==> src/rtl/pmc_pkg.sv <==
// Package for the power mode and clock controller: register map, fields, states, timing.
// Assumes a 200 MHz pclk and a 32-bit APB master.
package pmc_pkg;

  // Register byte offsets
  localparam logic [11:0] PMC_MODE_OFS  = 12'h000;  // Mode request and wake config
  localparam logic [11:0] PMC_CLK_OFS   = 12'h004;  // Clock source, prescaler, monitor
  localparam logic [11:0] PMC_GATE_OFS  = 12'h008;  // Clock gate enables
  localparam logic [11:0] PMC_SUP_OFS   = 12'h00C;  // Supply detector setup
  localparam logic [11:0] PMC_STAT_OFS  = 12'h010;  // Status; writing one to bit 1 clears the detector flag

  // Mode request codes
  localparam logic [2:0] PMC_REQ_RUN   = 3'h0;
  localparam logic [2:0] PMC_REQ_WAIT  = 3'h1;
  localparam logic [2:0] PMC_REQ_LPRUN = 3'h2;
  localparam logic [2:0] PMC_REQ_AHALT = 3'h3;
  localparam logic [2:0] PMC_REQ_HALT  = 3'h4;

  // Oscillator codes
  localparam logic [1:0] PMC_OSC_HSX = 2'h0;  // fast_external_osc
  localparam logic [1:0] PMC_OSC_HRC = 2'h1;  // fast_internal_rc
  localparam logic [1:0] PMC_OSC_LSX = 2'h2;  // slow_external_crystal
  localparam logic [1:0] PMC_OSC_LRC = 2'h3;  // slow_internal_rc

  // Reset values and level counts
  localparam logic [1:0] PMC_SRC_RST  = PMC_OSC_HRC;  // Internal RC after reset
  localparam logic [2:0] PMC_DIV_RST  = 3'h3;         // Divide by 2**3 = 8
  localparam logic [7:0] PMC_GATE_RST = 8'hFF;        // All gates open
  localparam logic [2:0] PMC_BOR_LVLS = 3'h5;         // Brownout thresholds
  localparam logic [2:0] PMC_SLD_LVLS = 3'h7;         // Supply detector levels

  // Timing
  localparam int PMC_CLK_MHZ      = 200;
  localparam int PMC_FAST_WAKE_US = 5;   // Fast wakeup from halt
  localparam int PMC_REF_WAKE_US  = 20;  // Reference settle, plain default
  localparam int PMC_FAST_CYC = PMC_FAST_WAKE_US * PMC_CLK_MHZ;
  localparam int PMC_REF_CYC  = PMC_REF_WAKE_US * PMC_CLK_MHZ;
  localparam int PMC_SWITCH_CYC = 4;     // Dead cycles in a source change

  typedef enum logic [6:0] {
    PMC_ST_RUN   = 7'b000_0001,
    PMC_ST_WAIT  = 7'b000_0010,
    PMC_ST_LPRUN = 7'b000_0100,
    PMC_ST_LPWT  = 7'b000_1000,
    PMC_ST_AHALT = 7'b001_0000,
    PMC_ST_HALT  = 7'b010_0000,
    PMC_ST_WAKE  = 7'b100_0000
  } pmc_state_t;

  // Wake sources from the rest of the chip
  typedef struct packed {
    logic irq;      // Any internal or external interrupt
    logic ext_irq;  // External interrupt line
    logic event_in; // Event from timers, serial, transfer ctl, ports
    logic rtc;      // Real-time clock interrupt
    logic periph;   // Peripheral wakeup from halt
  } pmc_wake_t;

  // Clock enables towards consumers
  typedef struct packed {
    logic       cpu;      // Processor clock enable
    logic [3:0] periph;   // Peripheral clock enables
    logic       mem;      // Flash and EEPROM clock enable
    logic       rtc;      // Real-time clock enable
  } pmc_gates_t;

endpackage : pmc_pkg

==> src/rtl/pmc_ctrl.sv <==
// Power mode and clock controller: mode sequencer, clock select and gates.
// Assumes oscillator status and supply comparators arrive asynchronously.
//
// Register access over APB and the register offsets were decided locally.
`timescale 1ns/10ps

module pmc_ctrl
  import pmc_pkg::*;
(
  input  wire logic        pclk,         // System clock, 200 MHz
  input  wire logic        presetn,      // Async reset, active low
  input  wire logic        psel,         // APB select
  input  wire logic        penable,      // APB access phase
  input  wire logic        pwrite,       // APB write
  input  wire logic [11:0] paddr,        // APB byte address
  input  wire logic [31:0] pwdata,       // APB write data
  output logic      [31:0] prdata,       // APB read data
  output logic             pready,       // APB ready
  output logic             pslverr,      // APB error, unmapped address
  input  wire logic        wfe_exec,     // Core executes wait for event
  input  wire logic        wfi_exec,     // Core executes wait for interrupt
  input  wire pmc_wake_t   wake_in,      // Wake sources, same domain
  input  wire logic [3:0]  osc_in,       // Raw oscillator clocks, async
  input  wire logic        hsx_fail,     // Fast external osc failure, async
  input  wire logic        vdd_low,      // Below power-on or brownout level, async
  input  wire logic        sld_above,    // Supply above detector level, async
  input  wire logic [2:0]  opt_bor_lvl,  // Option byte brownout level
  input  wire logic        opt_bor_off,  // Option byte brownout disable
  input  wire logic        opt_valid,    // Option bytes loaded
  output pmc_gates_t       gates,        // Clock enables
  output logic             sys_tick,     // Prescaled system clock enable
  output logic             reg_lowpwr,   // Regulator in low power mode
  output logic             ref_on,       // Internal reference enabled
  output logic             bor_on,       // Brownout detector enabled
  output logic [2:0]       bor_lvl,      // Brownout threshold select
  output logic [2:0]       sld_lvl,      // Detector level select
  output logic             sld_irq,      // Detector interrupt, level
  output logic             sys_rst_n,    // System reset, active low
  output logic [1:0]       rtc_src,      // Rtc oscillator select
  output logic [1:0]       lcd_src,      // Display oscillator select
  output logic             clk_out       // Clock out pin
);

  ////////////////////////////////////////////////////////////////////////////
  // State

  typedef struct packed {
    pmc_state_t  st;        // Mode sequencer
    logic [2:0]  req;       // Requested sleep mode
    logic        fast_wake; // Skip reference settle
    logic        ref_auto;  // Drop reference in halt
    logic [1:0]  src_sel;   // Software source choice
    logic [1:0]  src_act;   // Source actually driving
    logic [2:0]  div;       // Prescaler exponent
    logic        mon_en;    // Failure monitor enable
    logic        mon_hit;   // Failure fell back
    logic [5:0]  gate_sw;   // Software gates: cpu, periph x4, mem
    logic [1:0]  rtc_s;     // Rtc source
    logic [1:0]  lcd_s;     // Display source
    logic [1:0]  co_s;      // Clock out source
    logic        co_en;     // Clock out enable
    logic        sld_en;    // Detector enable
    logic [2:0]  sld_l;     // Detector level
    logic        sld_fall;  // Interrupt on falling
    logic        sld_rise;  // Interrupt on rising
    logic        sld_flag;  // Detector sticky flag
    logic        sld_prev;  // Filtered above, last
    logic [12:0] cnt;       // Wake or switch counter
    logic [6:0]  pre;       // Prescaler counter
    logic [2:0]  s_fail;    // Sync chain, failure
    logic [2:0]  s_vlow;    // Sync chain, supply low
    logic [2:0]  s_above;   // Sync chain, detector
    logic [2:0]  s_co;      // Sync chain, clock out source
    logic        opt_done;  // Options applied
    logic        bor_dis;   // Brownout disabled by option
    logic [2:0]  bor_l;     // Brownout level
    logic [31:0] rdata;
    logic        rdy;
    logic        err;
    pmc_gates_t  g;
    logic        tick;
    logic        co;
    logic        rst_n;
  } pmc_regs_t;

  pmc_regs_t r;       // Registered state
  pmc_regs_t next_r;  // Next state

  logic wr;  // Write access
  logic rd;  // Read access
  logic hit; // Mapped address

  assign wr  = psel & penable & pwrite;
  assign rd  = psel & penable & ~pwrite;
  assign hit = (paddr == PMC_MODE_OFS) | (paddr == PMC_CLK_OFS) | (paddr == PMC_GATE_OFS) |
               (paddr == PMC_SUP_OFS) | (paddr == PMC_STAT_OFS);

  ////////////////////////////////////////////////////////////////////////////
  // Next state
  // Single combinational pass; every field starts from its held value so
  // that a branch which does not touch a field leaves it alone.
  // Order matters below: later assignments win over earlier ones, which is
  // how a hardware set beats a software clear in the same cycle.
  always_comb begin
    logic fail_now;   // Filtered failure
    logic vlow_now;   // Filtered supply low
    logic above_now;  // Filtered detector
    logic sleep_cpu;  // Cpu clock stopped
    next_r = r;
    fail_now  = r.s_fail[1] & r.s_fail[2];
    vlow_now  = r.s_vlow[1] & r.s_vlow[2];
    above_now = (r.s_above[1] == r.s_above[2]) ? r.s_above[2] : r.sld_prev;
    // Asynchronous levels pass three flops; stage zero may be metastable,
    // so only stages one and two are ever looked at.
    // The clock out chain only follows the selected oscillator; it is a
    // sampled copy, good for slow sources only at this pclk rate.
    // Three-stage input chains; only stages two and three are compared
    next_r.s_fail  = {r.s_fail[1:0], hsx_fail};
    next_r.s_vlow  = {r.s_vlow[1:0], vdd_low};
    next_r.s_above = {r.s_above[1:0], sld_above};
    next_r.s_co    = {r.s_co[1:0], osc_in[r.co_s]};

    // APB: the answer is prepared in the setup cycle and registered, so
    // pready, prdata and pslverr all stand in the first access cycle.
    // A write lands only at the edge where pready is seen high.
    // APB, zero wait states
    next_r.rdy = psel & ~penable;
    next_r.err = psel & ~penable & ~hit;
    next_r.rdata = 32'h0000_0000;
    if (psel & ~penable & ~pwrite) begin
      case (paddr)
        PMC_MODE_OFS: next_r.rdata = {27'h0, r.ref_auto, r.fast_wake, r.req};
        PMC_CLK_OFS:  next_r.rdata = {19'h0, r.co_en, r.co_s, r.lcd_s, r.rtc_s, r.mon_en,
                                      r.div, r.src_sel};
        PMC_GATE_OFS: next_r.rdata = {26'h0, r.gate_sw};
        PMC_SUP_OFS:  next_r.rdata = {26'h0, r.sld_rise, r.sld_fall, r.sld_l, r.sld_en};
        PMC_STAT_OFS: next_r.rdata = {19'h0, r.st, r.src_act, r.mon_hit, r.sld_flag,
                                      r.sld_prev};
        default:      next_r.rdata = 32'h0000_0000;
      endcase
    end
    if (wr & r.rdy) begin
      case (paddr)
        PMC_MODE_OFS: begin
          next_r.req       = pwdata[2:0];
          next_r.fast_wake = pwdata[3];
          next_r.ref_auto  = pwdata[4];
        end
        PMC_CLK_OFS: begin
          next_r.src_sel = pwdata[1:0];
          next_r.div     = pwdata[4:2];
          next_r.mon_en  = pwdata[5];
          next_r.rtc_s   = pwdata[7:6];
          next_r.lcd_s   = pwdata[9:8];
          next_r.co_s    = pwdata[11:10];
          next_r.co_en   = pwdata[12];
        end
        PMC_GATE_OFS: next_r.gate_sw = pwdata[5:0];
        PMC_SUP_OFS: begin
          next_r.sld_en   = pwdata[0];
          next_r.sld_l    = (pwdata[3:1] >= PMC_SLD_LVLS) ? 3'h6 : pwdata[3:1];
          next_r.sld_fall = pwdata[4];
          next_r.sld_rise = pwdata[5];
        end
        PMC_STAT_OFS: if (pwdata[1]) next_r.sld_flag = 1'b0; // Write one clears
        default: ;
      endcase
    end

    // Edges are taken on the filtered level; a disabled detector
    // never sets the flag, whatever the supply does.
    // Supply detector edges; set beats the clear above
    next_r.sld_prev = above_now;
    if (r.sld_en & ((r.sld_fall & r.sld_prev & ~above_now) |
                    (r.sld_rise & ~r.sld_prev & above_now)))
      next_r.sld_flag = 1'b1;

    // Option bytes are taken once per reset, after the supply is good; an
    // out of range level is clamped to the highest threshold.
    // Brownout options once the supply is good
    next_r.rst_n = ~vlow_now;
    if (opt_valid & ~r.opt_done & ~vlow_now) begin
      next_r.opt_done = 1'b1;
      next_r.bor_dis  = opt_bor_off;
      next_r.bor_l    = (opt_bor_lvl >= PMC_BOR_LVLS) ? 3'h4 : opt_bor_lvl;
    end

    // Only a running fast external source is watched; a failure seen while
    // another source drives the system changes nothing but is not lost,
    // since the chain keeps showing it until the oscillator recovers.
    // Failure monitor falls back to internal rc
    if (r.mon_en & fail_now & (r.src_act == PMC_OSC_HSX)) begin
      next_r.src_act = PMC_OSC_HRC;
      next_r.src_sel = PMC_OSC_HRC;
      next_r.mon_hit = 1'b1;
    end

    // Sleep requests are taken in run, and wfe also in low power run; the requested mode is the one
    // software left in the mode register before the core slept.
    // Low power run needs a slow source already active, so software first
    // switches the source and then asks for the mode.
    // Halt and active-halt leave through the wake state, which counts the
    // regulator and reference restart before the core clock returns.
    // Mode sequencer
    if (r.cnt != 13'h0000) next_r.cnt = r.cnt - 13'h0001;
    case (r.st)
      PMC_ST_RUN: begin
        if (r.src_sel != r.src_act) begin
          // Hold consumers for a few cycles around the swap
          if (r.cnt == 13'h0000) next_r.cnt = 13'(PMC_SWITCH_CYC);
          if (r.cnt == 13'h0001) next_r.src_act = r.src_sel;
        end else if (wfi_exec | wfe_exec) begin
          case (r.req)
            PMC_REQ_WAIT:  next_r.st = PMC_ST_WAIT;
            PMC_REQ_AHALT: next_r.st = PMC_ST_AHALT;
            PMC_REQ_HALT:  next_r.st = PMC_ST_HALT;
            default:       next_r.st = PMC_ST_WAIT;
          endcase
        end else if (r.req == PMC_REQ_LPRUN && r.src_act[1]) begin
          next_r.st = PMC_ST_LPRUN;
        end
      end
      PMC_ST_WAIT:
        if (wake_in.irq | wake_in.event_in) next_r.st = PMC_ST_RUN;
      PMC_ST_LPRUN: begin
        // Interrupts are ignored here
        if (wfe_exec) next_r.st = PMC_ST_LPWT;
        else if (r.req != PMC_REQ_LPRUN) next_r.st = PMC_ST_RUN;
      end
      PMC_ST_LPWT:
        if (wake_in.event_in) next_r.st = PMC_ST_LPRUN;
      PMC_ST_AHALT:
        if (wake_in.rtc | wake_in.ext_irq) begin
          next_r.st  = PMC_ST_WAKE;
          next_r.cnt = r.fast_wake ? 13'(PMC_FAST_CYC) : 13'(PMC_REF_CYC);
        end
      PMC_ST_HALT:
        if (wake_in.ext_irq | wake_in.periph) begin
          next_r.st  = PMC_ST_WAKE;
          next_r.cnt = (r.fast_wake | ~r.ref_auto) ? 13'(PMC_FAST_CYC)
                                                   : 13'(PMC_REF_CYC);
        end
      PMC_ST_WAKE:
        if (r.cnt == 13'h0001) next_r.st = PMC_ST_RUN;
      default: next_r.st = PMC_ST_RUN;
    endcase

    // Gates follow the state being entered, not the one being left, so the
    // regulator flag and the memory gate change at the same edge.
    // Peripherals run in run, wait and both low power run states; memory
    // only with the main regulator; the rtc clock stops only in halt.
    // Limitation: software gates apply on top of the mode, never against it.
    // Regulator, gates and prescaler
    sleep_cpu = ~((next_r.st == PMC_ST_RUN) | (next_r.st == PMC_ST_LPRUN)) |
                (next_r.cnt != 13'h0000);
    next_r.g.cpu    = r.gate_sw[5] & ~sleep_cpu;
    next_r.g.periph = r.gate_sw[4:1] & {4{(next_r.st == PMC_ST_RUN) |
                      (next_r.st == PMC_ST_WAIT) | (next_r.st == PMC_ST_LPRUN) |
                      (next_r.st == PMC_ST_LPWT)}};
    next_r.g.mem    = r.gate_sw[0] & ((next_r.st == PMC_ST_RUN) |
                      (next_r.st == PMC_ST_WAIT));
    next_r.g.rtc    = next_r.st != PMC_ST_HALT;
    next_r.pre  = (r.pre >= ((7'h01 << r.div) - 7'h01)) ? 7'h00 : r.pre + 7'h01;
    next_r.tick = (r.pre == 7'h00) & (r.cnt == 13'h0000);
    next_r.co   = r.co_en & r.s_co[2];
  end

  ////////////////////////////////////////////////////////////////////////////
  // Register
  // Reset values come from the package; the rest of the struct clears.
  // All outputs but reg_lowpwr, ref_on and bor_on are taken straight from these flops.
  always_ff @(posedge pclk or negedge presetn) begin
    if (!presetn) begin
      r         <= '0;
      r.st      <= PMC_ST_RUN;
      r.src_sel <= PMC_SRC_RST;
      r.src_act <= PMC_SRC_RST;
      r.div     <= PMC_DIV_RST;
      r.gate_sw <= PMC_GATE_RST[5:0];
      r.rtc_s   <= PMC_OSC_LRC;
      r.lcd_s   <= PMC_OSC_LRC;
    end else begin
      r <= next_r;
    end
  end

  ////////////////////////////////////////////////////////////////////////////
  // Regulator and reference registered alongside the sequencer
  // They follow the next state so that they switch at the same edge as the
  // sequencer, without a cycle of main regulator in halt.
  // Reference drops only in halt, and only when software asks for it.
  logic reg_lp_q;  // Regulator mode flop
  logic ref_q;     // Reference enable flop
  always_ff @(posedge pclk or negedge presetn) begin
    if (!presetn) begin
      reg_lp_q <= 1'b0;
      ref_q    <= 1'b1;
    end else begin
      reg_lp_q <= (next_r.st == PMC_ST_LPRUN) | (next_r.st == PMC_ST_LPWT) |
                  (next_r.st == PMC_ST_AHALT) | (next_r.st == PMC_ST_HALT);
      ref_q    <= ~((next_r.st == PMC_ST_HALT) & r.ref_auto);
    end
  end

  ////////////////////////////////////////////////////////////////////////////
  // Outputs
  // Brownout detection cannot outlive the reference it compares against.
  assign prdata     = r.rdata;
  assign pready     = r.rdy;
  assign pslverr    = r.err;
  assign gates      = r.g;
  assign sys_tick   = r.tick;
  assign reg_lowpwr = reg_lp_q;
  assign ref_on     = ref_q;
  assign bor_on     = ref_q & ~r.bor_dis;
  assign bor_lvl    = r.bor_l;
  assign sld_lvl    = r.sld_l;
  assign sld_irq    = r.sld_flag;
  assign sys_rst_n  = r.rst_n;
  assign rtc_src    = r.rtc_s;
  assign lcd_src    = r.lcd_s;
  assign clk_out    = r.co;

endmodule : pmc_ctrl

==> config.mk <==
export PLATFORM = sky130hd
export DESIGN_NAME = pmc_ctrl
export DESIGN_NICKNAME = d
export VERILOG_FILES = /design/src/rtl/pmc_pkg.sv /design/src/rtl/pmc_ctrl.sv
export SDC_FILE = /design/constraint.sdc
export NUM_CORES = 1
export LEC_CHECK = 0
export BUFFER_PORTS_ARGS = -buffer_cell sky130_fd_sc_hd__buf_2
export CORE_MARGIN = 4
export CORE_UTILIZATION = 40
export DETAILED_ROUTE_END_ITERATION = 12
export GPL_ROUTABILITY_DRIVEN = 0
export GPL_TIMING_DRIVEN = 1
export PLACE_DENSITY = 0.63
export SLEW_MARGIN = 20
export SYNTH_ARGS = -nofsm -noshare
export SYNTH_HDL_FRONTEND = slang
export SYNTH_SLANG_ARGS = --single-unit
==> constraint.sdc <==
create_clock -name pclk -period 7.64 [get_ports pclk]
set_clock_uncertainty 0.2 [all_clocks]
set_input_delay 1.91 -clock pclk [delete_from_list [all_inputs] [get_ports pclk]]
set_output_delay 1.91 -clock pclk [all_outputs]
set_load 0.03 [all_outputs]
==> flow_summary.json, run 1 <==
{
  "grt_start_max_net_pins": 68,
  "holdCritPathClass": "flop to flop",
  "cts_resized": 0,
  "wl_um": 12500,
  "grt_pass1_wl_um": 20600,
  "holdBufCountCts": 0,
  "synth_area_leaders": "dfrtp_1 (41%), dfstp_2 (7.6%), mux2_2 (7.2%)",
  "slew_headroom_pct": 41.1,
  "clk_pin_slew_ns": 0.07,
  "ys_warn_count": 0,
  "ys_types": 67,
  "ys.flop_type": "dfrtp_1",
  "avgSynthCellArea_um2": 10.7,
  "first_global_vias": 3985,
  "worstMarginPinSlew_ns": 0.875,
  "setup_viol": 0,
  "rsz0062_at_grt": "no",
  "synth_edf_count": 0,
  "p_leak_nw": 2.87,
  "nFillCells": 1274,
  "yosys-top-cells-count": "dfrtp_1 (90), buf_4 (49), nor2_1 (44)",
  "vdd.ir_drop.worst_uv": 102,
  "area_growth_syn_to_layout_pct": 11.7,
  "synth_top_cell_by_area": "dfrtp_1",
  "clock_path_buffers": 2,
  "maxCapViolations": 0,
  "rows": 42,
  "final_layout_size_suffix_gt1_share_pct": 30.4,
  "dp_hpwl_um": 9430,
  "final-seq-area_um2": 2670,
  "synth_top_area_share_pct": 40.9,
  "cp_max_fo": 14,
  "fin_total_pwr_mw": 1.48,
  "worstSetupStartpointType": "input port",
  "final-hold-violation-count": 0,
  "finish.instance_area_um2": 6150,
  "ys_seq_elements": 106,
  "finalNonFillerCells": 751,
  "drc": 0,
  "synth.yosys.seq_area_share_pct": 48.6,
  "wl_per_cell_um": 16.7,
  "htree_num_levels": 3,
  "vias_per_cell": 5.32,
  "maxSlewViolCount": 0,
  "place_ws_ns": 3.16,
  "synthCells": 515,
  "p_per_area_nw_per_um2": 241,
  "drt_iter0_drc": 349,
  "via_count": 3995,
  "antenna_found_initial": 0,
  "initial_core_util_pct": 41.2,
  "ys_async_sr_fraction_pct": 100,
  "post-cts-setup-buffers": 0,
  "cts-buffers-inserted": 9,
  "holdWs_ns": 0.150,
  "cts_root_buf": "clkbuf_16",
  "core_area_um2": 13300,
  "final_util_pct": 46.1,
  "io_buffers": 87,
  "place_inst": 735,
  "clkLatencyLatePin_ns": 0.36,
  "dr.pass1.iters": 7,
  "grt_usage_pct": 16.2,
  "timing.final.ws_setup_ns": 3.49,
  "cts_tree": "done",
  "dieArea_um2": 15700,
  "tns_ns": 0,
  "synth_area_um2": 5500,
  "fp.dieH_um": 125,
  "required_ns": 7.69,
  "final.period_utilization_pct": 54.3,
  "period_minus_slack_ns": 4.15,
  "crit_type": "input port to flop",
  "endpoint_kind": "flop",
  "grt_remaining_overflow": 0,
  "finalNetCount": 651,
  "cp.arrival_ns": 4.20,
  "yosysMostFrequentCell": "dfrtp_1",
  "die_x_um": 125,
  "max_clock_freq_mhz": 241,
  "antenna_cells": 0,
  "multiInputGateArea_um2": 2410,
  "io_pins": 126,
  "status": "finished, final reports clean",
  "antenna_left": 0,
  "place_area_um2": 5830,
  "cts_num_sinks": 106
}
power breakdown:
part	switching (mW)	leakage (nW)	total (mW)	internal (mW)
registers	0.0616	1.33	0.675	0.613
clock network	0.213	0.148	0.480	0.266
logic	0.194	1.39	0.327	0.133
routing by layer:
layer  track usage (%)  vias to the layer above  wire, um
li1                  -                     1897         -
met1              22.1                     1956      5500
met2              25.7                      127      6020
met3              3.80                       15       809
met4              4.91                        0       195
met5                 0                        -         0
sequential cells by signal, indices dropped and copies added (netlist names), 2 cells and up:
register,count
r,60
prdata,13
next_r,8
gates,7
bor_lvl,3
sld_lvl,3
lcd_src,2
rtc_src,2
final timing paths:
kind,startpoint,slack [ns],depth (start not counted),endpoint
worst min register to register,next_r[59]$_DFF_PN0_,0.15,0,next_r[60]$_DFF_PN0_
max in group asynchronous,presetn,4.74,2,r[115]$_DFFE_PN0P_
worst max register to register,r[68]$_DFF_PN0_,3.92,11,gates[6]$_DFF_PN0_
worst max-delay path,paddr[7],3.49,6,r[91]$_DFFE_PN0P_
worst min-delay path,next_r[59]$_DFF_PN0_,0.15,0,next_r[60]$_DFF_PN0_
min in group asynchronous,presetn,1.31,1,next_r[57]$_DFF_PN0_
cells by family after synthesis:
kind of cell / Yosys count / share of synthesized area [%]
adders and majority gates: 13 / 2.96
DFF: 106 / 48.6
buffers and inverters: 83 / 9.00
xor gates and xnor gates: 17 / 2.71
other: 1 / 0.0681
and+or+nand+nor: 161 / 16.4
muxes: 38 / 7.93
AOI/OAI and AO/OA: 96 / 12.4
worst max-delay path, stage by stage:
cell and delay, ns:
buf_2 0.10, nor4_1 0.27, nand3_1 0.21, nor2_1 0.59
and3_1 0.71, mux2_2 0.40
final cells by class:
class / instances / area share [%]
clock buffers: 10 / 3.89
clock inverters: 6 / 1.22
inverters: 19 / 1.16
multi-input cells: 344 / 39.2
flip-flops and latches: 106 / 43.5
well taps: 176 / 3.58
repair buffers: 90 / 7.49
cell usage in the layout, fill, tap and decap left out, drive strengths merged, types with 7 or more instances in the layout:
cell type	Yosys	final
dfrtp	90	90
inv	19	20
and2	7	7
dfstp	16	16
a22o	7	7
a21oi	13	13
buf	49	90
xnor2	12	12
a211oi	7	7
o21ai	22	22
nand2	24	24
mux2	35	35
nand3	9	9
nor2	44	44
conb	1	19
ha	13	13
or4	8	8
clkbuf	15	10
nor3	10	10
a22oi	7	7
nor4	10	10
Note: power is estimated with default switching activity, not from simulation.
==> run 2: changes to the inputs <==
--- a/config.mk
+++ b/config.mk
@@ -11,7 +11,7 @@
 export DETAILED_ROUTE_END_ITERATION = 12
 export GPL_ROUTABILITY_DRIVEN = 0
 export GPL_TIMING_DRIVEN = 1
-export PLACE_DENSITY = 0.63
+export PLACE_DENSITY = 0.66
 export SLEW_MARGIN = 20
 export SYNTH_ARGS = -nofsm -noshare
 export SYNTH_HDL_FRONTEND = slang
==> constraint.sdc (replaced) <==
create_clock -name pclk -period 3.42 [get_ports pclk]
set_clock_uncertainty 0.2 [all_clocks]
set_input_delay 0.855 -clock pclk [delete_from_list [all_inputs] [get_ports pclk]]
set_output_delay 0.855 -clock pclk [all_outputs]
set_load 0.03 [all_outputs]
==> run 2 against run 1 <==
Net effect:
- sequential power grew 120%
- non-clock buffer count up 13
- sequential share of layout area is 1.0 points lower
- via count is 2.7% higher
- die area stayed put
- first-iteration DRC count is 42% lower
- cell count is 1.9% higher
- critical path depth grew 5
- global-route usage is 0.20 points lower
- utilization rose by 1.1 points
- count of clock-buffer cells in the layout stayed put
- flip-flop and latch count is the same
- largest cell class unchanged
==> flow_summary.json, run 2 (synthesized netlist as in run 1, its figures left out) <==
{
  "status": "finished, final reports clean",
  "wl_per_cell_um": 16.4,
  "clk_pin_slew_ns": 0.07,
  "wl_met2_um": 6160,
  "r2r-end": "gates[6]$_DFF_PN0_",
  "r2r_cells": 11,
  "grt_usage_pct": 16.0,
  "grt_start_max_net_pins": 65,
  "grt_pass1_wl_um": 20400,
  "slew_headroom_pct": 46.5,
  "final.period_utilization_pct": 94.9,
  "p_leak_nw": 2.99,
  "dr.max_layer_used": "met4",
  "io_buffers": 87,
  "dr.pass1.iters": 6,
  "finish.instance_area_um2": 6300,
  "layout_commonest_cell": "dfrtp_1",
  "period_minus_slack_ns": 3.25,
  "core_area_um2": 13300,
  "wl_met3_um": 644,
  "cp.arrival_ns": 3.29,
  "tns_ns": 0,
  "cts_root_buf": "clkbuf_16",
  "cts_num_sinks": 106,
  "nFillCells": 1270,
  "cp_max_fo": 4,
  "drt_iter0_drc": 202,
  "vias_per_cell": 5.36,
  "switchingPower_mw": 1.04,
  "holdCritPathClass": "flop to flop",
  "rows": 42,
  "p_clk_share_pct": 31.9,
  "holdWs_ns": 0.150,
  "final-hold-violation-count": 0,
  "io_pins": 126,
  "cts-buffers-inserted": 9,
  "r2r-start": "r[68]$_DFF_PN0_",
  "place_inst": 748,
  "dp_hpwl_um": 9580,
  "pwr-share-seq_pct": 45.3,
  "finalNonFillerCells": 765,
  "final_cell_mix": "dfrtp_1 (90), buf_2 (86), nor2_1 (44), mux2_2 (35), nand2_1 (24)",
  "cts_tree": "done",
  "setup_viol": 0,
  "maxCapViolations": 0,
  "first_global_vias": 4149,
  "max_clock_freq_mhz": 308,
  "die_x_um": 125,
  "drc": 0,
  "largest_reg_flops": 60,
  "hold_depth": 0,
  "clkLatencyLatePin_ns": 0.35,
  "fin_total_pwr_mw": 3.33,
  "area_growth_syn_to_layout_pct": 14.4,
  "place_area_um2": 5940,
  "antenna_left": 0,
  "dieArea_um2": 15700,
  "clock_path_buffers": 2,
  "finalNetCount": 664,
  "timing.final.ws_setup_ns": 0.174,
  "p_per_area_nw_per_um2": 529,
  "place_ws_ns": 0.0205,
  "required_ns": 3.47,
  "crit_type": "flop to flop",
  "final_layout_size_suffix_gt1_share_pct": 32.7,
  "wl_met1_um": 5430,
  "via_count": 4101,
  "worstMarginPinSlew_ns": 0.802,
  "largest_register": "r",
  "holdCritStartpoint": "next_r[53]$_DFF_PN0_",
  "antenna_found_initial": 1,
  "initial_core_util_pct": 41.2,
  "maxSlewViolCount": 0,
  "r2r_slack_ns": 0.17,
  "endpoint_kind": "flop",
  "power_switching_share_pct": 31.2,
  "wl_um": 12500,
  "htree_num_levels": 3,
  "holdBufCountCts": 0,
  "fp.dieH_um": 125,
  "hold-path-endpoint": "next_r[54]$_DFF_PN0_",
  "combinationalPowerShare_pct": 22.8,
  "final_util_pct": 47.2,
  "grt_remaining_overflow": 0,
  "vdd.ir_drop.worst_uv": 432,
  "intPower_mw": 2.29,
  "worstSetupStartpointType": "flop"
}
## run 2: cell type report
cell class                 instances  area (um^2)  area share (%)
inverter                          19         71.3            1.13
clock buffer                      10          239            3.79
timing repair buffer             103          571            9.06
tap                              176          220            3.50
antenna                            1         2.50          0.0397
multi-input combinational        344         2450            38.9
sequential                       106         2670            42.4
clock inverter                     6         73.8            1.17
## run 2: timing repair
item	CTS	global route
hold endpoints to repair	0	0
setup endpoints to repair	1	2
buffers inserted	0	0
resized for setup	1	5
## run 2: worst max path at each step
stage	from	endpoint	slack, ns	cells past startpoint
6_report	r[68]$_DFF_PN0_	gates[6]$_DFF_PN0_	0.17	11
2_1_floorplan	r[68]$_DFF_PN0_	gates[6]$_DFF_PN0_	0.35	11
3_3_place_gp	r[68]$_DFF_PN0_	gates[6]$_DFF_PN0_	0.15	11
5_1_grt	r[68]$_DFF_PN0_	gates[6]$_DFF_PN0_	-0.01	11
3_5_place_dp	r[68]$_DFF_PN0_	gates[6]$_DFF_PN0_	0.02	11
4_1_cts	r[68]$_DFF_PN0_	gates[6]$_DFF_PN0_	0.05	11
## run 2: routing by layer
layer	track usage, %	vias to the layer above
met5	0	-
met4	6.06	0
met3	4.18	23
met2	25.9	136
met1	20.5	2022
li1	-	1920
## run 2: critical path: stages (launching register included)
cell,delay (ns)
dfrtp_1,0.42
inv_1,0.12
ha_1,0.20
or3b_2,0.48
nor4_4,0.16
inv_1,0.10
ha_1,0.19
nand2_1,0.10
nor4bb_4,0.20
o221a_2,0.20
or4b_4,0.47
nor4bb_4,0.30
## run 2: power by group through the flow
stage / sequential (mW) / combinational, mW / clock, mW
2_1_floorplan: 1.48 / 0.552 / 0
3_5_place_dp: 1.52 / 0.734 / 0
3_3_place_gp: 1.52 / 0.714 / 0
6_report: 1.51 / 0.760 / 1.06
4_1_cts: 1.50 / 0.742 / 1.09
5_1_grt: 1.53 / 0.846 / 1.14
==> run 3: changes to the inputs <==
--- a/config.mk
+++ b/config.mk
@@ -6,11 +6,11 @@
 export NUM_CORES = 1
 export LEC_CHECK = 0
 export BUFFER_PORTS_ARGS = -buffer_cell sky130_fd_sc_hd__buf_2
-export CORE_MARGIN = 4
 export CORE_UTILIZATION = 40
 export DETAILED_ROUTE_END_ITERATION = 12
 export GPL_ROUTABILITY_DRIVEN = 0
 export GPL_TIMING_DRIVEN = 1
+export HOLD_SLACK_MARGIN = 0.1
 export PLACE_DENSITY = 0.66
 export SLEW_MARGIN = 20
 export SYNTH_ARGS = -nofsm -noshare
==> run 3 against run 2 <==
Net effect:
- sequential share of layout area increased by 0.28 points
- worst setup slack got worse by 0.039 ns
- die area decreased by 9.3%
- largest power group unchanged
- sequential power about the same
- cell area decreased by 0.66%
- highest routed layer unchanged
- worst hold slack improved by 0.0015 ns
- count of clock-buffer cells in the layout unchanged
==> flow_summary.json, run 3 (synthesized netlist as in run 1, its figures left out) <==
{
  "status": "finished, final reports clean",
  "clk_pin_slew_ns": 0.07,
  "r2r_cells": 6,
  "max_clock_freq_mhz": 304,
  "gr-usage-met1_pct": 24.0,
  "slew_headroom_pct": 57.0,
  "grt_pass1_wl_um": 19700,
  "clock_path_buffers": 2,
  "first_global_vias": 3920,
  "cp.arrival_ns": 3.32,
  "antenna_found_initial": 0,
  "cts_tree": "done",
  "antenna_left": 0,
  "grt.busiest_layer": "met2",
  "grt_start_max_net_pins": 58,
  "maxCapViolations": 0,
  "p_leak_nw": 2.97,
  "nFillCells": 1264,
  "r2r-start": "r[118]$_DFF_PN0_",
  "endpoint": "gates[6]$_DFF_PN0_",
  "area_growth_syn_to_layout_pct": 13.7,
  "crit_start": "r[118]$_DFF_PN0_",
  "clkLatencyLatePin_ns": 0.35,
  "wl_um": 12300,
  "layout_commonest_cell": "dfrtp_1",
  "cp_max_fo": 7,
  "place_area_um2": 5930,
  "dr.pass1.iters": 5,
  "holdBufCountCts": 0,
  "endpoint_kind": "flop",
  "io_pins": 126,
  "finalNetCount": 662,
  "tns_ns": 0,
  "holdCritPathClass": "flop to flop",
  "worstMarginPinSlew_ns": 0.645,
  "final_cell_mix": "dfrtp_1 (90), buf_2 (86), nor2_1 (44), mux2_2 (35), nand2_1 (24)",
  "die_x_um": 119,
  "final_layout_size_suffix_gt1_share_pct": 32.6,
  "drt_iter0_drc": 233,
  "via_count": 4030,
  "crit_type": "flop to flop",
  "cts_num_sinks": 106,
  "drc": 0,
  "r2r-end": "gates[6]$_DFF_PN0_",
  "largest_reg_flops": 60,
  "final.period_utilization_pct": 96.1,
  "post-cts-setup-buffers": 0,
  "cts-buffers-inserted": 9,
  "core_area_um2": 13300,
  "use_met2_pct": 28.2,
  "use_met3_pct": 3.16,
  "largest_register": "r",
  "r2r_slack_ns": 0.13,
  "wl_per_cell_um": 16.2,
  "antenna_cells": 0,
  "setup_viol": 0,
  "maxSlewViolCount": 0,
  "cts_root_buf": "clkbuf_16",
  "final-hold-violation-count": 0,
  "period_minus_slack_ns": 3.29,
  "worstSetupStartpointType": "flop",
  "htree_num_levels": 3,
  "dp_hpwl_um": 9150,
  "grt_remaining_overflow": 0,
  "finish.instance_area_um2": 6260,
  "vias_per_cell": 5.29,
  "grt_usage_pct": 17.9,
  "initial_core_util_pct": 41.2,
  "required_ns": 3.46,
  "io_buffers": 87,
  "rows": 42,
  "dieArea_um2": 14200,
  "p_per_area_nw_per_um2": 528,
  "fp.dieH_um": 119,
  "vdd.ir_drop.worst_uv": 233
}
==> run 3: timing repair <==
action                                  in CTS  in global routing
resized for setup                            1                  5
endpoints found under the setup margin       1                  1
pin swaps                                    0                  1
==> run 3: layer usage <==
| metal | part of all wire (%) | vias up |
|---|---|---|
| met5 | 0 | - |
| met4 | 2.3 | 0 |
| met3 | 4.9 | 18 |
| met2 | 49 | 118 |
| met1 | 44 | 1973 |
| li1 | - | 1921 |
==> run 3: worst max-delay path, cell delays in order, from the launching register on <==
cell	delay [ns]
dfrtp_1	0.46
nor4_1	0.61
o211ai_1	0.34
or2_2	0.42
a31o_1	0.26
or4b_4	0.55
nor4bb_4	0.33
==> run 3: worst min path at each step <==
| stage | startpoint | slack, ns | end | cells after the start |
|---|---|---|---|---|
| 2_1_floorplan | next_r[50]$_DFF_PN0_ | 0.13 | next_r[51]$_DFF_PN0_ | 0 |
| 6_report | next_r[59]$_DFF_PN0_ | 0.15 | next_r[60]$_DFF_PN0_ | 0 |
| 5_1_grt | next_r[59]$_DFF_PN0_ | 0.16 | next_r[60]$_DFF_PN0_ | 0 |
| 4_1_cts | next_r[59]$_DFF_PN0_ | 0.15 | next_r[60]$_DFF_PN0_ | 0 |
| 3_3_place_gp | next_r[50]$_DFF_PN0_ | 0.13 | next_r[51]$_DFF_PN0_ | 0 |
| 3_5_place_dp | next_r[59]$_DFF_PN0_ | 0.14 | next_r[60]$_DFF_PN0_ | 0 |
==> run 3: area by class of cell <==
type / count / area, um^2 / share of cell area [%]
clock buffers: 10 / 239 / 3.82
clock inverters: 6 / 63.8 / 1.02
inverters: 19 / 71.3 / 1.14
multi-input cells: 344 / 2430 / 38.9
flip-flops and latches: 106 / 2670 / 42.7
well taps: 176 / 220 / 3.52
repair buffers: 101 / 556 / 8.88
==> run 3: power by group <==
part	internal [mW]	switching (mW)	leakage [nW]	total, mW
registers	1.37	0.138	1.33	1.51
logic	0.315	0.432	1.49	0.748
clock network	0.587	0.459	0.145	1.05
==> run 3: per-stage QoR <==
stage	util, %	power [mW]	hold slack (ns)	worst slack (ns)	std cells
2_1_floorplan	-	2.04	0.131	0.348	533
3_3_place_gp	44.4	2.22	0.132	0.126	746
4_1_cts	46.7	3.32	0.152	0.0709	762
5_1_grt	46.9	3.49	0.163	-0.0129	762
3_5_place_dp	44.4	2.25	0.136	0.0404	746
6_report	46.9	3.30	0.151	0.135	762
